[config.mk]
export PLATFORM = sky130hd
export DESIGN_NAME = watchdog_timer
export DESIGN_NICKNAME = d
export VERILOG_FILES = /design/src/design/fault_timer_pkg.sv /design/src/design/tick_if.sv /design/src/design/tick_prescaler.sv /design/src/design/watchdog_timer.sv
export SDC_FILE = /design/constraint.sdc
export NUM_CORES = 1
export LEC_CHECK = 0
export BUFFER_PORTS_ARGS = -buffer_cell sky130_fd_sc_hd__buf_2
export CELL_PAD_IN_SITES_DETAIL_PLACEMENT = 1
export CELL_PAD_IN_SITES_GLOBAL_PLACEMENT = 1
export CORE_MARGIN = 1
export CORE_UTILIZATION = 45
export CTS_CLUSTER_DIAMETER = 30
export DETAILED_ROUTE_END_ITERATION = 8
export GPL_ROUTABILITY_DRIVEN = 0
export PLACE_DENSITY_LB_ADDON = 0.3
export REMOVE_ABC_BUFFERS = 1
export SETUP_SLACK_MARGIN = 0.4
export SYNTH_ARGS = -nofsm -noshare
export SYNTH_HDL_FRONTEND = slang
export SYNTH_HIERARCHICAL = 1
export SYNTH_SLANG_ARGS = --single-unit
[constraint.sdc]
create_clock -name ref_clk_i -period 2.5 [get_ports ref_clk_i]
set_input_delay 0.25 -clock ref_clk_i [delete_from_list [all_inputs] [get_ports ref_clk_i]]
set_output_delay 0.25 -clock ref_clk_i [all_outputs]
set_load 0.01 [all_outputs]
[src/design/fault_timer_pkg.sv]
/*
  Constants for the software fault watchdog: register layout, reset
  values and timing counts.
  Assumes a 250 MHz core clock; one CPU machine cycle is one clock here.
*/
package fault_timer_pkg;
  // ----------------------------------------------------------------
  // Register layout
  // ----------------------------------------------------------------
  localparam int ACT_BIT = 7;
  localparam int TOP_BIT = 6;
  localparam int COUNT_W = 7;
  localparam logic [7:0] REG_RESET = 8'h7F;
  localparam logic [6:0] TRIP_FROM = 7'h40;
  localparam logic [6:0] TRIP_TO = 7'h3F;
  // ----------------------------------------------------------------
  // Timing
  // ----------------------------------------------------------------
  localparam int PRESCALE_CYCLES = 16000;
  localparam int CLK_MHZ = 250;
  localparam int PULSE_US = 30;
  localparam int PULSE_CYCLES = PULSE_US * CLK_MHZ;
  localparam int PRE_W = 16;
  localparam int PULSE_W = 16;
endpackage : fault_timer_pkg

[src/design/tick_if.sv]
/*
  Interface carrying the prescaler tick between watchdog modules.
  Assumes one clock domain.
*/
interface tick_if;
  logic tick;
  modport src (output tick);
  modport dst (input tick);
endinterface : tick_if

[src/design/tick_prescaler.sv]
/*
  Free-running prescaler that emits one tick each period.
  Assumes the period fits in PRE_W bits.
*/
module tick_prescaler
  import fault_timer_pkg::*;
#(
  parameter int PERIOD = PRESCALE_CYCLES
) (
  input wire logic ref_clk_i,
  input wire logic reset_i,
  tick_if.src tk
);
  logic [PRE_W-1:0] cnt;
  logic [PRE_W-1:0] next_cnt;
  logic next_tick;

  initial begin
    if (PERIOD < 2 || PERIOD >= (1 << PRE_W)) $error("bad PERIOD");
  end

  // Never reloaded by writes, so the first tick after a write can come early
  always_comb begin
    next_tick = (cnt == PRE_W'(PERIOD - 1));
    next_cnt = next_tick ? '0 : cnt + 1'b1;
  end

  always_ff @(posedge ref_clk_i or posedge reset_i) begin
    if (reset_i) begin
      cnt <= '0;
      tk.tick <= 1'b0;
    end else begin
      cnt <= next_cnt;
      tk.tick <= next_tick;
    end
  end
endmodule : tick_prescaler

[src/design/watchdog_timer.sv]
/*
  Software fault watchdog: 7-bit free-running downcounter with
  activation bit, software reset, halt reset and hardware option.
  Assumes option inputs are static and sync with ref_clk_i; the chip
  reset pulse is fed back into reset_i by the surroundings.
*/
module watchdog_timer
  import fault_timer_pkg::*;
#(
  parameter int PERIOD = PRESCALE_CYCLES,
  parameter int PULSE = PULSE_CYCLES
) (
  input wire logic ref_clk_i,
  input wire logic reset_i,
  input wire logic wr_en_i,
  input wire logic [7:0] wr_data_i,
  input wire logic halt_exec_i,
  input wire logic hw_watchdog_opt_i,
  input wire logic halt_reset_option_i,
  output logic [7:0] control_counter_reg_o,
  output logic chip_reset_n_o,
  output logic halt_enter_o
);
  import fault_timer_pkg::*;

  initial begin
    if (PULSE < 1 || PULSE >= (1 << PULSE_W)) $error("bad PULSE");
  end

  // ----------------------------------------------------------------
  // Prescaler
  // ----------------------------------------------------------------
  tick_if tk ();

  tick_prescaler #(.PERIOD(PERIOD)) u_pre (
    .ref_clk_i(ref_clk_i),
    .reset_i(reset_i),
    .tk(tk)
  );

  // ----------------------------------------------------------------
  // Counter and activation
  // ----------------------------------------------------------------
  logic activation_bit;
  logic next_activation_bit;
  logic [COUNT_W-1:0] count;
  logic [COUNT_W-1:0] next_count;
  logic active;
  logic trip;
  logic next_trip;

  // ----------------------------------------------------------------
  // Decode
  // ----------------------------------------------------------------
  // Halt becomes a reset only while armed and the option allows it
  function automatic logic halt_resets(input logic act, input logic opt);
    return act & opt;
  endfunction : halt_resets

  assign active = activation_bit | hw_watchdog_opt_i;

  always_comb begin
    next_activation_bit = activation_bit;
    next_count = count;
    next_trip = 1'b0;
    if (wr_en_i) begin
      // Set only; clearing needs a reset
      next_activation_bit = activation_bit | wr_data_i[ACT_BIT];
      next_count = wr_data_i[COUNT_W-1:0];
      if ((wr_data_i[ACT_BIT] | active) & ~wr_data_i[TOP_BIT]) begin
        next_trip = 1'b1;
      end
    end else if (tk.tick) begin
      next_count = count - 1'b1;
      if (active && count == TRIP_FROM) begin
        next_trip = 1'b1;
      end
    end
    if (halt_exec_i && halt_resets(active, halt_reset_option_i)) begin
      next_trip = 1'b1;
    end
  end

  always_ff @(posedge ref_clk_i or posedge reset_i) begin
    if (reset_i) begin
      activation_bit <= 1'b0;
      count <= REG_RESET[COUNT_W-1:0];
      trip <= 1'b0;
    end else begin
      activation_bit <= next_activation_bit;
      count <= next_count;
      trip <= next_trip;
    end
  end

  // ----------------------------------------------------------------
  // Reset pulse and halt gating
  // ----------------------------------------------------------------
  logic [PULSE_W-1:0] pulse_cnt;
  logic [PULSE_W-1:0] next_pulse_cnt;
  logic next_halt_enter;
  logic [7:0] next_reg;

  always_comb begin
    next_pulse_cnt = pulse_cnt;
    if (trip) begin
      next_pulse_cnt = PULSE_W'(PULSE);
    end else if (pulse_cnt != '0) begin
      next_pulse_cnt = pulse_cnt - 1'b1;
    end
    // A halt that resets does not enter halt
    next_halt_enter = halt_exec_i &
      ~halt_resets(active, halt_reset_option_i);
    next_reg = {next_activation_bit, next_count};
  end

  always_ff @(posedge ref_clk_i or posedge reset_i) begin
    if (reset_i) begin
      pulse_cnt <= '0;
      halt_enter_o <= 1'b0;
      control_counter_reg_o <= {1'b0, REG_RESET[COUNT_W-1:0]};
      chip_reset_n_o <= 1'b1;
    end else begin
      pulse_cnt <= next_pulse_cnt;
      halt_enter_o <= next_halt_enter;
      control_counter_reg_o <= next_reg;
      chip_reset_n_o <= (next_pulse_cnt == '0);
    end
  end

  // ----------------------------------------------------------------
  // Checks
  // ----------------------------------------------------------------
  AST_TRIP_ON_ROLL: assert property (@(posedge ref_clk_i) disable iff (reset_i)
    (tk.tick && !wr_en_i && active && count == TRIP_FROM)
    |=> ##1 !chip_reset_n_o)
    else $error("no reset on 40h to 3Fh");
  AST_NO_TRIP_IDLE: assert property (@(posedge ref_clk_i) disable iff (reset_i)
    (!active && !wr_en_i && !halt_exec_i) |=> !trip)
    else $error("reset while inactive");
  AST_DEC: assert property (@(posedge ref_clk_i) disable iff (reset_i)
    (tk.tick && !wr_en_i) |=> count == $past(count) - 7'h01)
    else $error("count not decremented");
  AST_HOLD: assert property (@(posedge ref_clk_i) disable iff (reset_i)
    (!tk.tick && !wr_en_i) |=> $stable(count))
    else $error("count moved without tick");
  AST_STICKY: assert property (@(posedge ref_clk_i) disable iff (reset_i)
    activation_bit |=> activation_bit)
    else $error("activation cleared");
  AST_LOAD: assert property (@(posedge ref_clk_i) disable iff (reset_i)
    wr_en_i |=> count == $past(wr_data_i[6:0]))
    else $error("write not loaded");
  AST_SW_RESET: assert property (@(posedge ref_clk_i) disable iff (reset_i)
    (wr_en_i && wr_data_i[7] && !wr_data_i[6]) |=> ##1 !chip_reset_n_o)
    else $error("no software reset");
  AST_HALT: assert property (@(posedge ref_clk_i) disable iff (reset_i)
    (halt_exec_i && active && halt_reset_option_i)
    |=> !halt_enter_o ##1 !chip_reset_n_o)
    else $error("halt not turned into reset");
  AST_PULSE: assert property (@(posedge ref_clk_i) disable iff (reset_i)
    $fell(chip_reset_n_o) |-> !chip_reset_n_o [*8])
    else $error("reset pulse too short");
  AST_ROLL_VALUE: assert property (@(posedge ref_clk_i) disable iff (reset_i)
    (tk.tick && !wr_en_i && count == TRIP_FROM) |=> count == TRIP_TO)
    else $error("roll value wrong");
  AST_FREE_RUN: assert property (@(posedge ref_clk_i) disable iff (reset_i)
    (tk.tick && !wr_en_i && !active) |=> count != $past(count))
    else $error("counter stopped while inactive");
  AST_ACT_SET: assert property (@(posedge ref_clk_i) disable iff (reset_i)
    (wr_en_i && wr_data_i[ACT_BIT]) |=> activation_bit)
    else $error("activation not set");
  AST_HW_OPT: assert property (@(posedge ref_clk_i) disable iff (reset_i)
    (hw_watchdog_opt_i && wr_en_i && !wr_data_i[TOP_BIT]) |=> trip)
    else $error("hardware option not active");
  AST_MIRROR: assert property (@(posedge ref_clk_i) disable iff (reset_i)
    control_counter_reg_o == {activation_bit, count})
    else $error("readback differs from state");
  AST_REG_HOLD: assert property (@(posedge ref_clk_i) disable iff (reset_i)
    (!wr_en_i && !tk.tick) |=> $stable(control_counter_reg_o))
    else $error("readback moved");
  AST_WR_NO_TRIP: assert property (@(posedge ref_clk_i) disable iff (reset_i)
    (wr_en_i && wr_data_i[TOP_BIT] && !halt_exec_i) |=> !trip)
    else $error("refresh caused reset");
  AST_TICK_ONE: assert property (@(posedge ref_clk_i) disable iff (reset_i)
    tk.tick |=> !tk.tick)
    else $error("tick longer than a cycle");

  // ----------------------------------------------------------------
  // Checks: pulse and halt
  // ----------------------------------------------------------------
  // Low pulse must track the counter exactly, retrigger included
  AST_PULSE_LEVEL: assert property (@(posedge ref_clk_i) disable iff (reset_i)
    chip_reset_n_o == (pulse_cnt == '0))
    else $error("pulse level off counter");
  AST_PULSE_END: assert property (@(posedge ref_clk_i) disable iff (reset_i)
    (pulse_cnt == PULSE_W'(1) && !trip) |=> chip_reset_n_o)
    else $error("pulse did not end");
  AST_TRIP_PULSE: assert property (@(posedge ref_clk_i) disable iff (reset_i)
    trip |=> !chip_reset_n_o)
    else $error("trip without pulse");
  AST_HALT_PASS: assert property (@(posedge ref_clk_i) disable iff (reset_i)
    (halt_exec_i && !(active && halt_reset_option_i)) |=> halt_enter_o)
    else $error("halt not entered");
  AST_NO_HALT: assert property (@(posedge ref_clk_i) disable iff (reset_i)
    !halt_exec_i |=> !halt_enter_o)
    else $error("halt entered without request");
  AST_HALT_IDLE: assert property (@(posedge ref_clk_i) disable iff (reset_i)
    (halt_exec_i && !active && !wr_en_i) |=> !trip)
    else $error("halt reset while inactive");
endmodule : watchdog_timer

# Word level (Yosys, flattened, before mapping)
# Index checks and enable logic that the tools add are counted.
[word_totals]
reg_bits = 52
input_bits = 14
[classes]
addsub = 3
n_eq_ne = 2
muxes = 11
n_bitwise = 8
n_reduce_logical = 4
[ops]
columns = ["operator", "count"]
rows = [
  ["16-bit 2-to-1 mux", 3],
  ["16-bit by 1-bit adder with 16-bit output (second input constant)", 1],
  ["16-bit by 14-bit == test with 1-bit output (second input constant)", 1],
  ["16-bit zero test", 1],
  ["16-bit nonzero test", 1],
  ["16-bit by 1-bit subtractor with 16-bit output (second input constant)", 1],
  ["7-bit 2-to-1 mux", 2],
  ["7-bit == test (second input constant)", 1],
  ["7-bit by 1-bit subtractor with 7-bit output (second input constant)", 1],
  ["1-bit 2-to-1 mux", 6],
  ["1-bit bitwise AND", 3],
  ["1-bit OR", 3],
  ["1-bit logical AND", 2],
  ["1-bit NOT", 2],
]

# Logic depth before layout (Yosys ltp)
[logic_depth]
word_depth = 6
mapped_depth = 8
ltp_nobuf = 7

# Modules after synthesis
# Netlist, hierarchy kept.
[modules_own_cells]
columns = ["mod", "instances", "cells_each", "area_each_um2"]
rows = [
  ["watchdog_timer", 1, 173, 1572.8],
  ["tick_prescaler", 1, 73, 805.8],
]

# Worst setup path after synthesis
# No wires, ideal clock.
[synth_timing]
path_kind = "register to register"
from = "register pulse_cnt[0]"
to = "register chip_reset_n_o"
arrival_time_ns = 2.084
t_required_ns = 2.415
path_slack_ns = 0.332
path_stages_with_launch = 9
n_path_buf = 1
period_less_slack_ns = 2.168
cell_sequence = "dfrtp_1 -> inv_1 -> ha_1 -> or3b_1 -> buf_2 -> or4_4 -> or3_1 -> o211ai_1 -> nor4_2"
[synth_between]
elab_chain_len = 4
elab_cells_between_ends = 5
[synth_lines]
columns = ["element", "line_no", "rtl"]
rows = [
  ["start: declaration", "watchdog_timer.sv:99", "logic [PULSE_W-1:0] pulse_cnt;"],
  ["start signal: assignment", "watchdog_timer.sv:124", "pulse_cnt <= next_pulse_cnt;"],
  ["16-bit by 1-bit subtractor with 16-bit output / 16-bit nonzero test (equally long branches)", "watchdog_timer.sv:109, watchdog_timer.sv:108", ""],
  ["16-bit 2-to-1 mux (*)", "watchdog_timer.sv:108", "end else if (pulse_cnt != '0) begin"],
  ["16-bit 2-to-1 mux (*)", "watchdog_timer.sv:106", "if (trip) begin"],
  ["16-bit zero test (*)", "watchdog_timer.sv:127", "chip_reset_n_o <= (next_pulse_cnt == '0);"],
  ["end signal: assignment", "watchdog_timer.sv:127", ""],
  ["end: declaration", "watchdog_timer.sv:21", "output logic chip_reset_n_o,"],
]
# Every way passes the cells marked *; elsewhere a longest branch is shown, timed or not.

# Final worst setup path
[layout_timing]
from = "register pulse_cnt[1]"
to = "register chip_reset_n_o"
# Same word-level chain as after synthesis.

==> qor.yml <==
cts_sinks: 44
synth_edf_count: 0
fin_crit_ps: 2090
status: "finished, final reports clean"
vias_per_cell: 5.48
ir_drop_mv: 0.532
synthCells: 246
power.leakage_nw: 1.16
path_clk_slew_ps: 90
seqCellArea_mm2: 0.00111
hp-class: "primary input to asynchronous set/reset pin"
clk-insertion-delay-late_ps: 300
synth.area.top_cells: "dfrtp_1 (38%), dfstp_2 (8.8%), xnor2_1 (5.5%)"
area_delta_synth_final_pct: 17.3
port_buffers: 23
drive_gt1_share_pct: 27.9
grt.total_usage_pct: 21.1
cts_made_buffers: 5
die_h_um: 74.7
clock.fmax_mhz: 479
cp.required_ps: 2730
yosys_warnings: 6
ctsHtreeMaxLevel: 2
hold_viol_final: 0
wl_mm: 5.76
cap_violations: 0
synth_top_cell_by_area: "dfrtp_1"
crit_arrival_ps: 2320
dr.first_iter.drc_count: 84
reg2reg_to: "chip_reset_n_o$_DFF_PP1_"
synthArstFlopShare_pct: 100
dp_hpwl_mm: 3.81
wl_per_cell_um: 16.5
setup_viol: 0
die_area_mm2: 0.00558
cp-end-kind: "register"
rows: 26
r2r_cells: 7
grt_max_degree: 25
grt_pass1_vias: 1840
max_stage_delay_ps: 440
coreArea_mm2: 0.00511
fp.dieW_um: 74.7
synth-seq-cells: 44
power_density_mw_per_mm2: 574
multiInputGateArea_mm2: 0.00124
io_pins: 24
grt_overflow: 0
r2r-start: "pulse_cnt[1]$_DFF_PP0_"
clockBufferDepth: 2
crit_slowest_cell: "or4_4"
postSynthAreaPerCell_um2: 9.67
cp_cell_sequence: "inv_2 > ha_4 > or3b_4 > or4_4 > or3_4 > o211ai_1 > nor4_2"
fillerInstances: 597
clock_skew_ps: 10.3
antenna_found_initial: 0
via_count: 1917
syn_area_mm2: 0.00238
initial_core_util_pct: 46.6
cp-start-kind: "register"
ctsHoldBuffers: 0
slew_violations: 0
r2r_slack_ps: 410
grt_pass1_wl_mm: 8.76
synth_seq_area_share_pct: 46.7
final_nets: 297
ys_top_cells_by_count: "dfrtp_1 (36), nor2_1 (24), nand2_1 (19), o21ai_0 (16), xnor2_1 (15)"
min_period_over_period_pct: 83.4
synthFlopType: "dfrtp_1"
route.detailed.drc: 0
max-slew-margin-rel_pct: 38.6
first_pass_iters: 4
n_antenna_cell: 0
yosys.area.top_type_share_pct: 37.9
worstMarginPinSlew_ps: 920
rsz0062_at_grt: "yes"
cts_root_buf: "clkbuf_8"
path_max_fanout: 4
yosysMostFrequentCell: "dfrtp_1"
setup_tns_ps: 0
drt.antenna.violating_nets: 0
holdWs_ps: 34.2
criticalPathCategory: "register to register"
netlist-cell-type-count: 57
tritoncts: "done"
## registers in the layout, indices dropped and copies added, names as in the netlist
signal / cells
trip: 1
u_pre/cnt: 16
u_pre/tk.tick: 1
activation_bit: 1
pulse_cnt: 16
control_counter_reg_o: 7
chip_reset_n_o: 1
halt_enter_o: 1
## logic make-up (layout without fill, tap and decap cells)
logic type	Yosys count	after routing	share of synthesized area (%)
xor+xnor	24	24	8.84
compound gates	42	42	11.3
fa+ha+maj	4	4	2.10
mux	1	1	0.473
simple gates	111	111	26.9
flops	44	44	46.7
buf+inv	20	54	3.63
## cells in the final DEF (no fill, tap or decap), types with 2 or more instances in the layout
| cell | count |
|---|---|
| or2_4 | 2 |
| nor2b_1 | 2 |
| inv_1 | 9 |
| ha_1 | 3 |
| nor3_1 | 9 |
| and2_1 | 2 |
| nor4_2 | 3 |
| buf_4 | 12 |
| nor4b_1 | 3 |
| or4_4 | 2 |
| inv_2 | 2 |
| nand3_1 | 8 |
| and4_2 | 2 |
| dfrtp_1 | 36 |
| nor3b_1 | 2 |
| nand4_2 | 2 |
| xnor2_1 | 15 |
| dfstp_2 | 8 |
| nand3_2 | 2 |
| nand2_1 | 19 |
| nor4_1 | 2 |
| nor2_2 | 3 |
| xor2_1 | 9 |
| clkbuf_8 | 5 |
| buf_2 | 23 |
| nor2_1 | 23 |
| and3_1 | 5 |
| or3_1 | 6 |
| a21oi_1 | 9 |
| o21ai_0 | 15 |
| nand4_1 | 2 |
| nand2b_1 | 4 |
## worst max path at each step
| stage | startpoint | end | slack (ps) | cells after the start |
|---|---|---|---|---|
| after floorplan | pulse_cnt[0]$_DFF_PP0_ | chip_reset_n_o$_DFF_PP1_ | 360 | 7 |
| after global placement | pulse_cnt[0]$_DFF_PP0_ | chip_reset_n_o$_DFF_PP1_ | 400 | 7 |
| after detailed placement | pulse_cnt[0]$_DFF_PP0_ | chip_reset_n_o$_DFF_PP1_ | 340 | 7 |
| after CTS | pulse_cnt[1]$_DFF_PP0_ | chip_reset_n_o$_DFF_PP1_ | 410 | 7 |
| after global routing | pulse_cnt[1]$_DFF_PP0_ | chip_reset_n_o$_DFF_PP1_ | 370 | 8 |
| final | pulse_cnt[1]$_DFF_PP0_ | chip_reset_n_o$_DFF_PP1_ | 410 | 7 |
## worst max-delay path, delay by kind of cell, from the launching register on
kind,cells,cell delay (ps)
AND/OR/NAND/NOR,4,1220
flip-flops,1,430
adder cells (fa/ha/maj),1,150
buffers and inverters,1,110
AO/OA/AOI/OAI,1,110
## repair_timing
action / 4_1_cts / 5_1_grt
endpoints found under the setup margin: 2 / 6
buffers inserted: 1 / 4
gates resized for setup: 6 / 10
gates cloned: 0 / 0
pin swaps: 0 / 3
## per-stage QoR
stage	std cells	setup WS, ps	utilization [%]	total power (W)	area, um2
floorplan	237	357	-	0.000938	2330
global placement	337	402	50.7	0.00101	2590
detailed placement	337	341	50.7	0.00102	2590
CTS	346	406	53.4	0.00159	2730
global route	350	367	54.6	0.00168	2790
finish	350	414	54.6	0.00160	2790
## power breakdown
group          leakage, nW  switching, W  internal, W
Combinational        0.576      0.000138     0.000113
Clock               0.0552      0.000242     0.000297
Sequential           0.527     0.0000568     0.000755
Total                 1.16      0.000437      0.00117
## per-layer routing
| metal | global-route usage (%) | routed length, um | vias to the layer above |
|---|---|---|---|
| met5 | 0 | 0 | - |
| met2 | 36.2 | 2890 | 23 |
| met3 | 4.02 | 145 | 9 |
| li1 | - | - | 927 |
| met1 | 26.6 | 2620 | 958 |
| met4 | 7.55 | 99 | 0 |
## cell type report
cell class	count	share of cell area, %
flip-flops and latches	44	39.8
clock inverters	2	1.26
clock buffers	6	2.60
inverters	11	1.48
multi-input cells	182	44.3
repair buffers	35	7.36
well taps	70	3.14
No activity file was read; power rests on OpenSTA's default activity.
